==> src/rtl/wfm_seq_pkg.sv <==
// Shared widths, constants and carrier structs for the burst/marker sequencer.
// Assumes one update clock drives the whole sequencer.
package wfm_seq_pkg;
	localparam int ADDR_W = 14;
	localparam int LEN_W = 16;
	localparam int LOOP_W = 8;
	localparam int DUR_W = 24;
	localparam int FCW_W = 32;
	localparam int ATT_N = 4;
	localparam int MARK_LEN = 8;
	localparam int MARK_ALIGN = 3;
	localparam logic [MARK_ALIGN-1:0] MARK_ALIGN_ZERO = 3'h0;

	typedef enum logic [1:0] {
		ST_IDLE = 2'b00,
		ST_WAIT = 2'b01,
		ST_RUN = 2'b10
	} seq_state_e;

	// One staging-list entry; a single marker field per stage
	typedef struct packed {
		logic [ADDR_W-1:0] base;
		logic [LEN_W-1:0] len;
		logic [LOOP_W-1:0] loops;
		logic mark_en;
		logic [LEN_W-1:0] mark_off;
		logic [FCW_W-1:0] freq;
		logic [DUR_W-1:0] dur;
	} stage_s;

	typedef struct packed {
		logic out_en;
		logic [ATT_N-1:0] att_sel;
		logic filt_bypass;
		logic imp_75;
		logic preoff_en;
	} out_ctrl_s;
endpackage : wfm_seq_pkg

==> src/rtl/trig_sync.sv <==
// Trigger front end: synchronises the external pin and merges software triggers.
// Assumes sw_trig is a one-cycle pulse from logic on clk.
`timescale 1ns/1ps
`default_nettype none
module trig_sync (
	input wire logic clk,
	input wire logic arst_n,
	input wire logic ext_trig,
	input wire logic ext_sel,
	input wire logic sw_trig,
	output logic trig
);
	import wfm_seq_pkg::*;

	typedef struct packed {
		logic s1;
		logic s2;
		logic s3;
		logic trig;
	} ts_s;

	ts_s s_ff, nxt_s;

	always_comb begin
		nxt_s = s_ff;
		nxt_s.s1 = ext_trig;
		nxt_s.s2 = s_ff.s1;
		nxt_s.s3 = s_ff.s2;
		// Rising edge only; s1 feeds nothing but s2
		nxt_s.trig = sw_trig | (ext_sel & s_ff.s2 & ~s_ff.s3);
	end

	always_ff @(posedge clk or negedge arst_n) begin
		if (!arst_n) begin
			s_ff <= '0;
		end else begin
			s_ff <= nxt_s;
		end
	end

	assign trig = s_ff.trig;
endmodule : trig_sync
`default_nettype wire

==> src/rtl/marker_pulse.sv <==
// Marker pulse stretcher: fixed-length pulse per start request.
// Assumes start comes from logic on clk; clr dominates start.
`timescale 1ns/1ps
`default_nettype none
module marker_pulse (
	input wire logic clk,
	input wire logic arst_n,
	input wire logic start,
	input wire logic clr,
	output logic marker
);
	import wfm_seq_pkg::*;

	localparam logic [3:0] LAST = 4'(MARK_LEN - 1);

	typedef struct packed {
		logic on;
		logic [3:0] cnt;
	} mp_s;

	mp_s s_ff, nxt_s;

	always_comb begin
		nxt_s = s_ff;
		if (clr) begin
			nxt_s = '0;
		end else if (start) begin
			nxt_s.on = 1'b1;
			nxt_s.cnt = LAST;
		end else if (s_ff.cnt != 4'h0) begin
			nxt_s.cnt = s_ff.cnt - 4'h1;
		end else begin
			nxt_s.on = 1'b0;
		end
	end

	always_ff @(posedge clk or negedge arst_n) begin
		if (!arst_n) begin
			s_ff <= '0;
		end else begin
			s_ff <= nxt_s;
		end
	end

	assign marker = s_ff.on;
endmodule : marker_pulse
`default_nettype wire

==> src/rtl/wfm_seq.sv <==
// Burst sequencer with stage table, DDS accumulator, marker and output path controls.
// Assumes cfg writes and sw_trig come from logic on clk; ext_trig is an async pin.
`timescale 1ns/1ps
`default_nettype none
module wfm_seq #(
	parameter int STAGE_AW = 4
) (
	input wire logic clk,
	input wire logic arst_n,
	input wire logic run,
	input wire logic dds_mode,
	input wire logic burst_mode,
	input wire logic ext_sel,
	input wire logic ext_trig,
	input wire logic sw_trig,
	input wire logic [STAGE_AW-1:0] last_stage,
	input wire logic cfg_we,
	input wire logic [STAGE_AW-1:0] cfg_idx,
	input wire wfm_seq_pkg::stage_s cfg_stage,
	input wire wfm_seq_pkg::out_ctrl_s ctl_in,
	output logic [wfm_seq_pkg::ADDR_W-1:0] sample_addr,
	output logic [wfm_seq_pkg::FCW_W-1:0] phase_acc,
	output logic [STAGE_AW-1:0] stage_idx,
	output logic running,
	output logic marker,
	output wfm_seq_pkg::out_ctrl_s ctl_out,
	output logic relay_on
);
	import wfm_seq_pkg::*;

	if (STAGE_AW < 1 || STAGE_AW > 9) begin : g_chk
		$error("STAGE_AW out of range");
	end

	localparam int DEPTH = 1 << STAGE_AW;

	typedef struct packed {
		seq_state_e st;
		logic [STAGE_AW-1:0] idx;
		logic [LEN_W-1:0] pos;
		logic [LOOP_W-1:0] loop;
		logic [DUR_W-1:0] dur;
		logic [FCW_W-1:0] phase;
		logic pend;
		logic [ADDR_W-1:0] addr;
		out_ctrl_s ctl;
		logic relay;
		logic active;
	} seq_s;

	seq_s s_ff, nxt_s;
	stage_s stage_mem [DEPTH];
	stage_s stg;
	logic trig;
	logic end_pass;
	logic adv;
	logic mark_start;
	logic mark_clr;

	function automatic logic [LEN_W-1:0] align_down(input logic [LEN_W-1:0] off);
		return {off[LEN_W-1:MARK_ALIGN], MARK_ALIGN_ZERO};
	endfunction : align_down

	function automatic logic [STAGE_AW-1:0] next_idx(input logic [STAGE_AW-1:0] i,
			input logic [STAGE_AW-1:0] last);
		return (i >= last) ? '0 : i + 1'b1;
	endfunction : next_idx

	// Table has no reset; software loads it before starting
	always_ff @(posedge clk) begin
		if (cfg_we) begin
			stage_mem[cfg_idx] <= cfg_stage;
		end
	end

	assign stg = stage_mem[s_ff.idx];

	trig_sync u_trig (
		.clk(clk),
		.arst_n(arst_n),
		.ext_trig(ext_trig),
		.ext_sel(ext_sel),
		.sw_trig(sw_trig),
		.trig(trig)
	);

	always_comb begin
		nxt_s = s_ff;
		end_pass = (LEN_W'(s_ff.pos + 1'b1) >= stg.len) | (s_ff.pos == '1);
		adv = 1'b0;
		// Path settings track software every clock, sequencer untouched
		nxt_s.ctl = ctl_in;
		nxt_s.relay = ctl_in.out_en;
		nxt_s.addr = ADDR_W'(stg.base + s_ff.pos[ADDR_W-1:0]);
		case (s_ff.st)
			ST_IDLE: begin
				nxt_s.idx = '0;
				nxt_s.pos = '0;
				nxt_s.loop = '0;
				nxt_s.dur = '0;
				nxt_s.pend = 1'b0;
				nxt_s.phase = '0;
				if (run) begin
					nxt_s.st = ST_WAIT;
				end
			end
			ST_WAIT: begin
				if (!run) begin
					nxt_s.st = ST_IDLE;
				end else if (trig) begin
					nxt_s.st = ST_RUN;
				end
			end
			ST_RUN: begin
				if (!run) begin
					nxt_s.st = ST_IDLE;
				end else if (dds_mode) begin
					// Accumulator never reloaded on a stage change
					nxt_s.phase = s_ff.phase + stg.freq;
					if (burst_mode) begin
						adv = trig;
					end else begin
						nxt_s.dur = s_ff.dur + 1'b1;
						adv = (s_ff.dur + 1'b1) >= stg.dur;
					end
				end else begin
					nxt_s.pos = end_pass ? '0 : s_ff.pos + 1'b1;
					if (burst_mode) begin
						// Trigger is held until the pass boundary
						nxt_s.pend = (s_ff.pend | trig) & ~end_pass;
						adv = end_pass & (s_ff.pend | trig);
					end else if (end_pass) begin
						nxt_s.loop = s_ff.loop + 1'b1;
						adv = (s_ff.loop + 1'b1) >= stg.loops;
					end
				end
				if (adv) begin
					nxt_s.idx = next_idx(s_ff.idx, last_stage);
					nxt_s.loop = '0;
					nxt_s.dur = '0;
					nxt_s.pos = '0;
				end
			end
			default: begin
				nxt_s.st = ST_IDLE;
			end
		endcase
		// Registered so the status pin comes straight from a flop
		nxt_s.active = (nxt_s.st == ST_RUN);
	end

	always_ff @(posedge clk or negedge arst_n) begin
		if (!arst_n) begin
			s_ff <= '0;
		end else begin
			s_ff <= nxt_s;
		end
	end

	// Arb passes only; out-of-range offset never matches
	assign mark_start = (s_ff.st == ST_RUN) & run & ~dds_mode & stg.mark_en &
		(stg.mark_off < stg.len) & (s_ff.pos == align_down(stg.mark_off));
	assign mark_clr = (s_ff.st != ST_RUN) | ~run;

	marker_pulse u_mark (
		.clk(clk),
		.arst_n(arst_n),
		.start(mark_start),
		.clr(mark_clr),
		.marker(marker)
	);

	assign sample_addr = s_ff.addr;
	assign phase_acc = s_ff.phase;
	assign stage_idx = s_ff.idx;
	assign running = s_ff.active;
	assign ctl_out = s_ff.ctl;
	assign relay_on = s_ff.relay;

	logic in_run;
	assign in_run = (s_ff.st == ST_RUN) & run;
endmodule : wfm_seq
`default_nettype wire

==> config.mk <==
export PLATFORM = sky130hd
export DESIGN_NAME = wfm_seq
export DESIGN_NICKNAME = d
export VERILOG_FILES = /design/src/rtl/wfm_seq_pkg.sv /design/src/rtl/trig_sync.sv /design/src/rtl/marker_pulse.sv /design/src/rtl/wfm_seq.sv
export SDC_FILE = /design/constraint.sdc
export NUM_CORES = 2
export LEC_CHECK = 0
export ABC_AREA = 1
export BUFFER_PORTS_ARGS = -buffer_cell sky130_fd_sc_hd__buf_4
export CAP_MARGIN = 25
export CORE_UTILIZATION = 37
export DETAILED_ROUTE_END_ITERATION = 16
export SYNTH_ARGS = -nofsm -noshare
export SYNTH_HDL_FRONTEND = slang
export SYNTH_HIERARCHICAL = 1
export SYNTH_SLANG_ARGS = --single-unit
==> constraint.sdc <==
create_clock -name clk -period 3.51 [get_ports clk]
set_clock_uncertainty 0.05 [all_clocks]
set_input_delay 0.702 -clock clk [delete_from_list [all_inputs] [get_ports clk]]
set_output_delay 0.702 -clock clk [all_outputs]
set_load 0.01 [all_outputs]
==> Word level (Yosys, flattened, before mapping) <==
Memory sizes are Yosys's and may differ from the RTL's.
Index checks and enable logic that the tools add are counted.
{ "op_classes": {"eq_ne": 17, "reduce_logical": 10, "bitwise": 17, "n_lt_le_gt_ge": 5, "muxes": 29, "add_sub_neg": 7} }
{ "ops": {"columns": ["op", "n"], "rows": [
  ["$pmux 85 s2", 1],
  ["$mux 81", 1],
  ["$mux 56", 1],
  ["$mux 52", 1],
  ["$mux 24", 2],
  ["$add 32x32->32", 1],
  ["$add 24x1->24 const B", 1],
  ["$ge 24x24->1", 1],
  ["$ne 3x3->1 const B", 6],
  ["$add 16x1->16 const B", 1],
  ["$eq 16x16->1", 1],
  ["$eq 16x16->1 const B", 1],
  ["$ge 16x16->1", 1],
  ["$lt 16x16->1", 1],
  ["$mux 16", 1],
  ["$mux 8", 2],
  ["$add 14x14->14", 1],
  ["$ne 2x2->1 const B", 6],
  ["$mux 1", 11],
  ["$mux 5", 2],
  ["$and 1x1->1", 9],
  ["$add 8x1->8 const B", 1],
  ["$ge 8x8->1", 1],
  ["$mux 2", 4],
  ["other kinds (17)", 27]
]} }
{ "totals": {"regBits": 119, "inputBits": 136, "n_memories": 1, "ramBits": 1776, "output_inout_bits": 61, "elab_cells": 106} }
{ "mem_list": {"columns": ["memory", "words", "word_bits", "read_ports", "rd_clocked_by_memory_dff", "wr", "line_no", "text"], "rows": [
  ["stage_mem", 16, 111, 1, 0, 1, "wfm_seq.sv:52", "stage_s stage_mem [DEPTH];"]
]} }

==> Longest topological paths before layout <==
{ "depth": {"word_depth": 10, "ltp_mapped": 30} }

==> By module <==
The synthesis kept the hierarchy.
{ "by_module_without_submodules": {"columns": ["module", "cells_per_inst", "instances", "area_per_inst_um2"], "rows": [
  ["wfm_seq", 6106, 1, 77640.7],
  ["marker_pulse", 40, 1, 287.8],
  ["trig_sync", 8, 1, 116.4]
]} }

==> Least setup slack after synthesis <==
Ideal clock, no wire load.
{ "synth_path": {"path_type": "input-to-reg", "from": "input cfg_idx[2]", "to": "memory stage_mem[10][0] (netlist bit) (enable)", "cell_stages": 2, "setup_time_ns": 0.582, "t_arrival_ns": 5.535, "path_buffers": 0, "setup_slack_ns": -2.657, "cell_sequence": "nand3b_1 > nor2_1"} }
{ "synth_lines": {"columns": ["item", "line_no", "text"], "rows": [
  ["start, declared", "wfm_seq.sv:18", "input wire logic [STAGE_AW-1:0] cfg_idx,"],
  ["end, declared", "wfm_seq.sv:52", null]
]} }
No word-level cell before the write port.

==> Final worst setup path <==
{ "layout_path": {"from": "register s_ff (netlist bit stage_idx[0])", "to": "register u_mark/s_ff[1] (netlist bit)"} }
{ "layout_between": {"elab_chain_len": 6, "elab_cells_between_ends": 9, "cone_classes": "order compare: 1; eq/ne: 1; mux: 2; bitwise: 3; reduce/logical: 1; memory: 1"} }
{ "layout_lines": {"columns": ["item", "line_no", "text"], "rows": [
  ["start, declared", "wfm_seq.sv:51", "seq_s s_ff, nxt_s;"],
  ["start signal, assigned", "wfm_seq.sv:156", "s_ff <= nxt_s;"],
  ["$mem_v2 16x111 *", null, null],
  ["$lt 16x16->1 or $and 1x1->1 (tied branches)", "wfm_seq.sv:162, wfm_seq.sv:161", null],
  ["$and 1x1->1", "wfm_seq.sv:161", "assign mark_start = (s_ff.st == ST_RUN) & run & ~dds_mode & stg.mark_en &"],
  ["$and 1x1->1 *", "wfm_seq.sv:162", "(stg.mark_off < stg.len) & (s_ff.pos == align_down(stg.mark_off));"],
  ["named net mark_start", "wfm_seq.sv:57", "logic mark_start;"],
  ["$mux 5", "marker_pulse.sv:27", "end else if (start) begin"],
  ["$mux 5", "marker_pulse.sv:25", "if (clr) begin"],
  ["end signal, assigned", "marker_pulse.sv:41", "s_ff <= nxt_s;"],
  ["end, declared", "marker_pulse.sv:21", "mp_s s_ff, nxt_s;"]
]} }
The timed path passes the listed nets; every way through them passes the cells marked *.
A chain may end at the register's enable or synchronous reset.

==> results.cfg <==
[outcome]
status = finished, violations left
failed_checks = negative setup slack

[global_routing]
top_usage_layer = met2
grt_usage = 0.215
grt_pass1_wl_mm = 341
groute.layer.met3.usage = 0.0401
grt_use_met2 = 0.350
grt_use_met1 = 0.288
grt_overflow_total = 0
antenna_found_initial = 30
grt_start_max_net_pins = 71
grt_pass1_vias = 51700

[sta]
min_period_over_period = 1.12
setup_ws_ns = -0.415
finalSetupViolations = 86
fin_crit_ns = 3.92
finalHoldViolations = 0
fmax_mhz = 255
rsz0062_at_grt = true
slew_viol_final = 0
slew-limit-headroom = 0.406
tightest_slew_ns = 0.885

[synth]
netlist_top_cells_area = edfxtp_1 (68%), nand2_1 (5.1%), dfrtp_1 (3.8%)
synth_top_area_cell = edfxtp_1
synth_area_um2 = 78000
synthMuxAreaShare = 0
synth_xor_area_frac = 0.00584
synthCells = 6154
postSynthAreaPerCell_um2 = 12.7
synthSimpleGateAreaFrac = 0.0986
ys_types = 51
synth_top_family_by_area = compound AO/OA/AOI/OAI gates
ys_ff_latch = 1895
syn_nets = 6409
synth-adder-area-share = 0.0193
async_flop_share = 0.0628
post-synth-top-area-fraction = 0.683
synth-main-ff-cell = edfxtp_1
ys_warn_count = 6
synth_top_cells_by_count = edfxtp_1 (1776), nand2_1 (1066), nor2_1 (625)
synth_edf_count = 1776
synth_most_common_cell = edfxtp_1
synth-compound-area-share = 0.119
yosysSeqAreaShare = 0.721

[pwr]
p_clk_frac = 0.422
swShare = 0.219
p_comb_frac = 0.044
ir_drop_mv = 0.552
pwr-share-seq = 0.534
p_leak_nw = 34.0
p_int_w = 0.0370
p_sw_w = 0.0104
power.total_w = 0.0474
p_per_area_nw_per_um2 = 501

[route]
routedWlPerCell_um = 24.1
drt-total-wl_mm = 235
drt-vias-per-instance = 5.49
route.detailed.drc = 0
vias = 53500
firstDrtPassIters = 5
drt_iter0_drc = 5722
ant_nets = 0

[floorplan]
die_y_um = 461
rows = 168
ios = 197
die_w_um = 461
start_util = 0.372
die-area_um2 = 213000
core-area_um2 = 210000

[final_layout]
syn2layout_area_growth_pct = 21.3
drive_above_1_share = 0.181
postLayoutCoreUtil = 0.452
fin_cells = 9734
nNetsFinal = 7006

[setup_path]
required_ns = 4.25
setup.worst_path.class = reg -> reg
critPathMaxFanout = 8
endpoint_kind = flop
start_kind = flop
worstPathArrival_ns = 4.66

[clock_network]
clk_pin_slew_ns = 0.07
clockBufferDepth = 3
tritoncts = done
insertion_delay_ns = 0.86
root_buffer = clkbuf_16
cts_sinks = 1895
numCtsBuffers = 191
h-tree-depth = 4

[hold_path]
min_path_type = in -> reg

[job]
maxCapViolCount = 0

[place]
gp_congestion = 0.885
dp_hpwl_mm = 136
port_buffers = 196
placed_cells = 9307
## power by group through the flow
stage                     combinational [W]  clock, W  sequential, W
after floorplan                    0.000842         0         0.0258
after global placement              0.00191         0         0.0258
after detailed placement            0.00195         0         0.0258
after CTS                           0.00204    0.0203         0.0253
after global routing                0.00227    0.0211         0.0253
final                               0.00210    0.0200         0.0253
## per-layer routing
layer / vias to the layer above / share of wire
li1: 23900 / -
met4: 24 / 0.033
met1: 26900 / 0.41
met5: - / 0.00069
met3: 418 / 0.080
met2: 2223 / 0.48
## area by class of cell
| class | instances | area (um^2) |
|---|---|---|
| inverters | 207 | 820 |
| diodes | 15 | 37.5 |
| clock buffers | 235 | 4990 |
| well taps | 2805 | 3510 |
| clock inverters | 121 | 1110 |
| repair buffers | 822 | 8300 |
| fillers | 18600 | 115000 |
| multi-input cells | 3634 | 19600 |
| flip-flops and latches | 1895 | 56300 |
## worst max-delay path, stage by stage (launching register included)
cell       delay (ns)
dfrtp_4          0.57
inv_16           0.09
nand2_8          0.10
buf_12           0.16
clkbuf_16        0.16
buf_4            0.16
o221ai_1         0.18
a31oi_1          0.06
o32ai_1          0.30
buf_4            0.19
ha_1             0.22
nand2_1          0.08
inv_1            0.05
a211oi_2         0.25
nand2_1          0.10
nor2_1           0.12
nand2_1          0.05
nor2_1           0.10
nand2_1          0.06
nor2_1           0.09
nand2_1          0.07
a21oi_2          0.14
buf_4            0.15
inv_1            0.08
a21oi_1          0.13
nand2_1          0.06
nand2_1          0.06
## stage by stage
stage	instance area [um^2]	TNS, ns	setup slack, ns	hold WS, ns
2_1_floorplan	78100	-1456.85	-0.852	0.281
3_3_place_gp	86800	-46.87	-0.702	0.292
3_5_place_dp	86800	-49.47	-0.745	0.300
4_1_cts	93700	-28.56	-0.398	0.0331
5_1_grt	94700	-42.21	-0.599	0.0645
6_report	94700	-23.31	-0.415	0.0832
## final timing paths
path | startpoint | to | slack (ns) | cells after the start
max | stage_idx[0]$_DFFE_PN0P_ | u_mark/s_ff[1]$_DFFE_PN0P_ | -0.41 | 26
min | cfg_stage[43] | stage_mem[12][43]$_DFFE_PP_ | 0.08 | 1
max reg2reg | stage_idx[0]$_DFFE_PN0P_ | u_mark/s_ff[1]$_DFFE_PN0P_ | -0.41 | 26
min reg2reg | u_trig/nxt_s[2]$_DFF_PN0_ | u_trig/nxt_s[1]$_DFF_PN0_ | 0.31 | 0
max in group asynchronous | arst_n | s_ff[57]$_DFFE_PN0P_ | 2.20 | 3
min in group asynchronous | arst_n | phase_acc[8]$_DFFE_PN0P_ | 0.33 | 2
## sequential cells by signal, indices dropped and copies added (netlist names), 2 cells and up
register / flops
ctl_out: 7
s_ff: 51
u_mark/s_ff: 4
sample_addr: 14
stage_idx: 4
stage_mem: 1776
u_trig/nxt_s: 2
phase_acc: 32
## placed cells by master, fill, tap and decap left out, types with 119 or more instances in the layout
| cell | netlist | routed |
|---|---|---|
| o22ai_1 | 145 | 144 |
| clkbuf_16 | 0 | 199 |
| a21oi_1 | 301 | 289 |
| a31oi_1 | 137 | 130 |
| nand3_1 | 124 | 119 |
| o21ai_0 | 572 | 541 |
| o221ai_1 | 239 | 239 |
| nor2_1 | 625 | 601 |
| edfxtp_1 | 1776 | 1776 |
| nand2_1 | 1066 | 1055 |
| buf_4 | 75 | 647 |
| inv_1 | 201 | 200 |
## repair_timing
action,in CTS,in global routing
hold buffers,10,0
buffers inserted,4,25
pin swaps,7,19
gates cloned,10,7
setup endpoints to repair,93,95
hold endpoints to repair,51,0
gates resized for setup,88,113
## kinds of logic after synthesis
| group | count (synthesis) |
|---|---|
| buf+inv | 626 |
| simple gates | 1926 |
| fa+ha+maj | 119 |
| flops | 1895 |
| xor+xnor | 52 |
| compound gates | 1536 |
Power figures use the tool's default switching activity.
